[config.mk]
export PLATFORM = sky130hd
export DESIGN_NAME = wch_top
export DESIGN_NICKNAME = d
export VERILOG_FILES = /design/src/wch_pkg.sv /design/src/wch_sync.sv /design/src/wch_top.sv
export SDC_FILE = /design/constraint.sdc
export NUM_CORES = 1
export LEC_CHECK = 0
export ABC_AREA = 1
export BUFFER_PORTS_ARGS = -buffer_cell sky130_fd_sc_hd__buf_2
export CAP_MARGIN = 20
export CORE_MARGIN = 10
export CORE_UTILIZATION = 35
export CTS_BUF_LIST = sky130_fd_sc_hd__clkbuf_8
export DETAILED_ROUTE_END_ITERATION = 8
export GPL_TIMING_DRIVEN = 0
export PLACE_DENSITY = 0.64
export SLEW_MARGIN = 20
export SYNTH_ARGS = -nofsm -noshare
export SYNTH_HDL_FRONTEND = slang
export SYNTH_SLANG_ARGS = --single-unit
[constraint.sdc]
create_clock -name clk_sys -period 1.8 [get_ports clk_sys]
set_input_delay 0.36 -clock clk_sys [delete_from_list [all_inputs] [get_ports clk_sys]]
set_output_delay 0.36 -clock clk_sys [all_outputs]
set_load 0.02 [all_outputs]
[src/wch_pkg.sv]
// shared constants and carrier types for the wake and clock handshake block
package wch_pkg;
   localparam int WCH_SYNC_STAGES = 2;
   localparam logic [1:0] WCH_PAD_FUNC_HANDSHAKE = 2'h0;
   // sniff or hold wake timer, in low-power oscillator ticks
   localparam int WCH_TIMER_W = 16;
   localparam logic [15:0] WCH_TIMER_RST = 16'h0000;

   typedef enum logic [3:0] {
      WCH_ST_AWAKE = 4'h1,
      WCH_ST_SLEEP = 4'h2,
      WCH_ST_TIMED = 4'h4,
      WCH_ST_SHUT = 4'h8
   } wch_state_t;

   // software configuration bits
   typedef struct packed {
      logic hs_enable;
      logic uart_mode;
      logic dev_wake_act_high;
      logic host_wake_act_high;
      logic [1:0] pad_func_dev_wake;
      logic [1:0] pad_func_host_wake;
      logic [1:0] pad_func_clk_req;
   } wch_cfg_t;

   // radio power-down controls, one means powered down
   typedef struct packed {
      logic tx_pd;
      logic rx_pd;
      logic pll_pd;
      logic pa_pd;
   } wch_rf_pd_t;
endpackage

[src/wch_sync.sv]
// two flip-flop level synchroniser for pin inputs
`timescale 1ns/10ps
`default_nettype none
module wch_sync
   import wch_pkg::*;
#(
   parameter int STAGES = WCH_SYNC_STAGES
) (
   input wire logic clk_sys,
   input wire logic rst_n,
   input wire logic async_in,
   output logic sync_out
);
   typedef struct packed {
      logic [STAGES-1:0] chain;
   } wch_sync_state_t;
   wch_sync_state_t st_r;
   wch_sync_state_t st_nxt;

   // refused at elaboration: one stage gives no metastability margin
   if (STAGES < 2) begin : g_bad_stages
      $error("wch_sync needs at least two stages");
   end

   // shift chain; first stage feeds only the second
   always_comb begin
      st_nxt = st_r;
      st_nxt.chain = {st_r.chain[STAGES-2:0], async_in};
   end

   always_ff @(posedge clk_sys) begin
      if (!rst_n) begin
         st_r <= '0;
      end else begin
         st_r <= st_nxt;
      end
   end

   assign sync_out = st_r.chain[STAGES-1];
endmodule
`default_nettype wire

[src/wch_top.sv]
// wake, clock request and radio power-down handshake logic
`timescale 1ns/10ps
`default_nettype none
// Overview of operation
// - asserted device wake forces awake and blocks sleep
// - deasserted device wake allows sleep once internal criteria hold
// - device wake and host wake polarity each chosen by software
// - clock request rises when radio or wlan needs the reference clock
// - clock request is always active high, polarity settings ignored
// - handshake lines work only in uart mode and when enabled
// - power actions come from software writes or packet events
// - separate power-down outputs for tx, rx, pll and amplifier
// - pad function value zero selects the handshake on each pin
// - packet handling toggles radio power-downs within packets
// - sniff and hold run on slow oscillator, wake after a set period
module wch_top
   import wch_pkg::*;
#(
   parameter int TIMER_W = WCH_TIMER_W
) (
   input wire logic clk_sys,
   input wire logic rst_n,
   input wire wch_cfg_t cfg,
   input wire logic device_wake_in,
   input wire logic sleep_ok,
   input wire logic bt_clk_need,
   input wire logic wlan_clk_need,
   input wire logic host_attn,
   input wire logic sw_pd_wr,
   input wire wch_rf_pd_t sw_pd_val,
   input wire logic pkt_tx_on,
   input wire logic pkt_rx_on,
   input wire logic lp_mode_req,
   input wire logic [TIMER_W-1:0] lp_period,
   input wire logic lpo_tick,
   output logic host_wake_out,
   output logic host_wake_oe_n,
   output logic clk_req_out,
   output logic clk_req_oe_n,
   output logic lpo_select,
   output logic awake,
   output wch_state_t state,
   output wch_rf_pd_t rf_pd
);
   typedef struct packed {
      wch_state_t fsm;
      logic [TIMER_W-1:0] timer;
      wch_rf_pd_t sw_pd;
      wch_rf_pd_t rf_pd;
      logic host_wake;
      logic clk_req;
      logic lpo_sel;
      logic tick_d;
   } wch_top_state_t;

   wch_top_state_t st_r;
   wch_top_state_t st_nxt;
   logic dev_wake_sync;
   logic lpo_tick_sync;
   logic dev_wake_act;
   logic hs_live;
   logic tick_rise;

   // refused at elaboration: widths the countdown cannot serve
   if (TIMER_W < 2 || TIMER_W > 32) begin : g_bad_timer_w
      $error("wch_top timer width out of range");
   end

   // pins come from outside the clock domain
   wch_sync u_sync_wake (
      .clk_sys(clk_sys),
      .rst_n(rst_n),
      .async_in(device_wake_in),
      .sync_out(dev_wake_sync)
   );
   wch_sync u_sync_tick (
      .clk_sys(clk_sys),
      .rst_n(rst_n),
      .async_in(lpo_tick),
      .sync_out(lpo_tick_sync)
   );

   // pad mux must pick the handshake function on all three pins
   function automatic logic pads_ok(input wch_cfg_t c);
      pads_ok = (c.pad_func_dev_wake == WCH_PAD_FUNC_HANDSHAKE)
         && (c.pad_func_host_wake == WCH_PAD_FUNC_HANDSHAKE)
         && (c.pad_func_clk_req == WCH_PAD_FUNC_HANDSHAKE);
   endfunction

   // handshake gated by uart mode and enable
   assign hs_live = cfg.hs_enable && cfg.uart_mode && pads_ok(cfg);
   assign dev_wake_act = hs_live
      && (cfg.dev_wake_act_high ? dev_wake_sync : !dev_wake_sync);
   assign tick_rise = lpo_tick_sync && !st_r.tick_d;

   always_comb begin
      st_nxt = st_r;
      st_nxt.tick_d = lpo_tick_sync;
      // software power-down write, held until rewritten
      if (sw_pd_wr) begin
         st_nxt.sw_pd = sw_pd_val;
      end
      case (st_r.fsm)
         WCH_ST_AWAKE: begin
            if (!dev_wake_act && sleep_ok) begin
               if (lp_mode_req) begin
                  st_nxt.fsm = WCH_ST_TIMED;
                  st_nxt.timer = lp_period;
               end else begin
                  st_nxt.fsm = WCH_ST_SLEEP;
               end
            end
         end
         WCH_ST_SLEEP: begin
            if (dev_wake_act || !sleep_ok) begin
               st_nxt.fsm = WCH_ST_AWAKE;
            end
         end
         WCH_ST_TIMED: begin
            if (dev_wake_act || !sleep_ok) begin
               st_nxt.fsm = WCH_ST_AWAKE;
            end else if (tick_rise) begin
               if (st_r.timer <= TIMER_W'(1)) begin
                  st_nxt.fsm = WCH_ST_AWAKE;
               end else begin
                  st_nxt.timer = st_r.timer - TIMER_W'(1);
               end
            end
         end
         default: begin
            st_nxt.fsm = WCH_ST_AWAKE;
         end
      endcase
      st_nxt.lpo_sel = (st_nxt.fsm == WCH_ST_TIMED);
      // radio off while asleep; packets gate tx and rx inside a slot
      if (st_nxt.fsm != WCH_ST_AWAKE) begin
         st_nxt.rf_pd = '{tx_pd: 1'b1, rx_pd: 1'b1, pll_pd: 1'b1, pa_pd: 1'b1};
      end else begin
         st_nxt.rf_pd.tx_pd = st_nxt.sw_pd.tx_pd || !pkt_tx_on;
         st_nxt.rf_pd.rx_pd = st_nxt.sw_pd.rx_pd || !pkt_rx_on;
         st_nxt.rf_pd.pa_pd = st_nxt.sw_pd.pa_pd || !pkt_tx_on;
         st_nxt.rf_pd.pll_pd = st_nxt.sw_pd.pll_pd
            || !(pkt_tx_on || pkt_rx_on);
      end
      // host wake level follows polarity, idle level when not asserted
      st_nxt.host_wake = (hs_live && host_attn) == cfg.host_wake_act_high;
      // clock request fixed active high
      st_nxt.clk_req = hs_live && (bt_clk_need || wlan_clk_need);
   end

   always_ff @(posedge clk_sys) begin
      if (!rst_n) begin
         st_r.fsm <= WCH_ST_AWAKE;
         st_r.timer <= '0;
         st_r.sw_pd <= '0;
         st_r.rf_pd <= '1;
         st_r.host_wake <= 1'b0;
         st_r.clk_req <= 1'b0;
         st_r.lpo_sel <= 1'b0;
         st_r.tick_d <= 1'b0;
      end else begin
         st_r <= st_nxt;
      end
   end

   // pins driven only while the handshake is live
   assign host_wake_out = st_r.host_wake;
   assign host_wake_oe_n = !hs_live;
   assign clk_req_out = st_r.clk_req;
   assign clk_req_oe_n = !hs_live;
   assign lpo_select = st_r.lpo_sel;
   assign awake = (st_r.fsm == WCH_ST_AWAKE);
   assign state = st_r.fsm;
   assign rf_pd = st_r.rf_pd;

   a_wake_blocks_sleep: assert property (@(posedge clk_sys) disable iff (!rst_n)
      dev_wake_act |=> st_r.fsm == WCH_ST_AWAKE)
      else $error("sleep entered while device wake asserted");
   a_sleep_needs_ok: assert property (@(posedge clk_sys) disable iff (!rst_n)
      $rose(st_r.fsm == WCH_ST_SLEEP) |-> $past(sleep_ok) && !$past(dev_wake_act))
      else $error("sleep without criteria");
   a_clk_req_level: assert property (@(posedge clk_sys) disable iff (!rst_n)
      hs_live && (bt_clk_need || wlan_clk_need) ##1 hs_live |-> clk_req_out)
      else $error("clock request missing");
   a_clk_req_pol: assert property (@(posedge clk_sys) disable iff (!rst_n)
      $changed(cfg.host_wake_act_high) && $stable(hs_live) && $stable(bt_clk_need)
      && $stable(wlan_clk_need) |=> $stable(clk_req_out))
      else $error("clock request moved with polarity");
   a_hs_gate: assert property (@(posedge clk_sys) disable iff (!rst_n)
      !cfg.uart_mode ##1 !cfg.uart_mode |-> !clk_req_out && host_wake_oe_n)
      else $error("handshake active outside uart mode");
   a_host_wake_pol: assert property (@(posedge clk_sys) disable iff (!rst_n)
      hs_live && host_attn |=> host_wake_out == $past(cfg.host_wake_act_high))
      else $error("host wake polarity wrong");
   a_sleep_pd_all: assert property (@(posedge clk_sys) disable iff (!rst_n)
      st_r.fsm != WCH_ST_AWAKE |-> rf_pd == 4'hf)
      else $error("radio powered while asleep");
   a_pkt_tx_on: assert property (@(posedge clk_sys) disable iff (!rst_n)
      st_nxt.fsm == WCH_ST_AWAKE && !st_nxt.sw_pd.tx_pd && !st_nxt.sw_pd.pa_pd && pkt_tx_on
      |=> !rf_pd.tx_pd && !rf_pd.pa_pd)
      else $error("tx path not powered during packet");
   a_sw_pd_hold: assert property (@(posedge clk_sys) disable iff (!rst_n)
      sw_pd_wr && sw_pd_val.rx_pd ##1 !sw_pd_wr |-> rf_pd.rx_pd)
      else $error("software power-down not applied");
   a_timed_lpo: assert property (@(posedge clk_sys) disable iff (!rst_n)
      (st_r.fsm == WCH_ST_TIMED) == lpo_select)
      else $error("oscillator select mismatch");
endmodule
`default_nettype wire

==> flow_summary.toml <==
[timing]
drv_slew = 0
tightest_slew_ps = 540.4
rsz0062_at_grt = "no"
period_share = 0.9057
setup_viol = 0
fin_tns_setup_ps = 0
relSlewSlack = 0.6397
whs_ps = 251.1
clock_skew_ps = 10.35
fmax_mhz = 613.4
min_period_ps = 1630
hold_viol_final = 0

[floorplan]
initial_utilization = 0.3603
die_h_um = 98.07
fp.dieW_um = 98.07
die_area_um2 = 9618
fp.coreArea_um2 = 5921
ios = 56
num_rows = 28

[synth]
synth_edf_count = 0
yosys.cell_types.count = 30
yosys_register_bits = 36
ys.flop_type = "dfxtp_1"
yosys_warnings = 0
synth.top_cells.by_count = "nand2_1, nor2_1, dfxtp_1, inv_1, nand3_1"
synth_area_leaders = "dfxtp_1, nand2_1, nor2_1, inv_1, nand3_1"
syn_avg_cell_area_um2 = 6.368
yosysSeqAreaShare = 0.3378
yosysTopAreaCell = "dfxtp_1"
syn_area_um2 = 2133
synthMostInstantiatedCell = "nand2_1"
netlist_instances = 335
netlist.area_leader.share = 0.3378
syn-num-nets = 379
synthArstFlopShare = 0

[global_routing]
grt_max_degree = 13
grt_use_met2 = 0.2096
overflow = 0
grt_usage = 0.1201
grt_pass1_vias = 2149
grt-busiest-layer = "met2"
antenna_found_initial = 0
grt_use_met1 = 0.1339
use_met3 = 0.04440
grt_pass1_wl_um = 9804

[power_and_ir_drop]
combPwrFrac = 0.216
p_sw_uw = 613.4
leakagePower_nw = 1.455
powerDensity_nw_per_um2 = 774.5
swShare = 0.3027
internal_power_mw = 1.413
seq_power_share = 0.427
ir_drop_uv = 405.5
clock_power_share = 0.357

[clock_tree]
cts_max_level = 2
path_clk_slew_ps = 80
cts_sinks = 36
cts-root-buf = "clkbuf_8"
numCtsBuffers = 5
clk_latency_ps = 290
cts_tree = "built"
cts.path.max_buffers = 2
cts_hold_buf = 0

[worst_hold_path]
hp-class = "in -> reg"

[detailed_routing]
wirelength_um = 5760
drc = 0
drtPass1Iterations = 4
via_per_inst = 4.662
vias = 2191
drtIter0Drc = 115
postRouteAntennaNets = 0
routedWlPerCell_um = 12.26

[run]
maxCapViolations = 0

[placed_design]
place_area_um2 = 2487
numPortBuffers = 52
place_hpwl_um = 4440
gp_congestion = 0.9372

[layout]
drive_above_1_share = 0.2253
utilization = 0.4419
area_growth_pct = 22.64
fillers = 644
antennaDiodeCount = 0
nNetsFinal = 438
fin_area_um2 = 2616

[critical_path]
cp-start-kind = "register"
crit_type = "reg -> reg"
cp_max_fo = 10
endpoint_kind = "register"
critical_path_required_ps = 1990
arrival_ps = 1820

[outcome]
status = "complete, no violations"
## layer usage
layer  wire length, µm  part of all wire
met5                 0                 0
met4                25            0.0043
met3               452             0.078
met2              2797              0.49
met1              2485              0.43
## final timing paths
kind / from / to / slack [ps] / cells past startpoint
min reg2reg: u_sync_tick.st_r[0]$_SDFF_PN0_ / u_sync_tick.st_r[1]$_SDFF_PN0_ / 410 / 2
max reg2reg: st_r[12]$_SDFFE_PN0P_ / st_r[25]$_SDFFE_PN0P_ / 170 / 14
min: cfg[6] / host_wake_out$_SDFF_PN0_ / 250 / 2
max: st_r[12]$_SDFFE_PN0P_ / st_r[25]$_SDFFE_PN0P_ / 170 / 14
## flip-flops by register name, indices dropped and copies added (netlist names)
name              count
host_wake_out         1
rf_pd                 4
clk_req_out           1
st_r                 21
u_sync_wake.st_r      2
state                 4
u_sync_tick.st_r      2
lpo_select            1
## critical path: stages, from the launching register on
cell and delay (ps):
dfxtp_1 330, inv_2 80, ha_2 190, inv_1 60
nand2_1 60, nand2_1 60, nor2_2 100, nand3_2 100
nand2_1 90, nand2_2 60, nand2_4 100, buf_8 140
nand2_1 60, nand2_1 60, nor2_1 50
## cells by family after synthesis
logic type | after synthesis | synth area share
flops | 36 | 0.3378
other cells | 1 | 0.001758
compound gates | 19 | 0.04692
fa+ha+maj | 2 | 0.01173
mux | 4 | 0.01877
simple gates | 216 | 0.4528
buf+inv | 56 | 0.1261
xor+xnor | 1 | 0.004106
## layout make-up
class	count	area (µm²)	share of cell area
Multi-Input combinational cell	243	1154	0.4409
Timing Repair Buffer	52	260.3	0.09947
Clock inverter	3	42.54	0.01626
Inverter	37	138.9	0.05308
Tap cell	75	93.84	0.03587
Buffer	19	137.6	0.05261
Sequential cell	36	720.7	0.2755
Clock buffer	5	68.82	0.02630
## stage by stage
step                      worst slack [ps]  instances  total power, mW
after global routing                 5.837        470            2.147
after CTS                            71.98        470            2.034
after floorplan                      354.3        335            1.183
after detailed placement             6.835        462            1.312
final                                169.7        470            2.026
after global placement               23.10        462            1.305
## power by group through the flow
stage / Clock (mW) / Sequential (mW) / Combinational (mW)
floorplan: 0 / 0.879 / 0.304
global placement: 0 / 0.882 / 0.423
detailed placement: 0 / 0.882 / 0.430
CTS: 0.738 / 0.864 / 0.432
global route: 0.780 / 0.870 / 0.497
finish: 0.724 / 0.865 / 0.438
## placed cells by master (no fill, tap or decap), types with 2 or more instances in the layout
cell / count
nor2_1: 65
nand2_2: 2
buf_2: 54
inv_1: 34
buf_8: 2
nand3_1: 25
nand3_4: 2
o21ai_0: 15
clkbuf_8: 5
clkbuf_1: 4
buf_4: 9
nor2_4: 2
nand2_1: 99
inv_2: 3
mux2i_1: 4
dfxtp_1: 36
nand4_1: 13
## what timing repair did
item,4_1_cts,5_1_grt
buffers inserted,0,0
gates resized for setup,0,7
setup endpoints to repair,0,18
hold endpoints to repair,0,0
(Power assumes the default switching activity.)
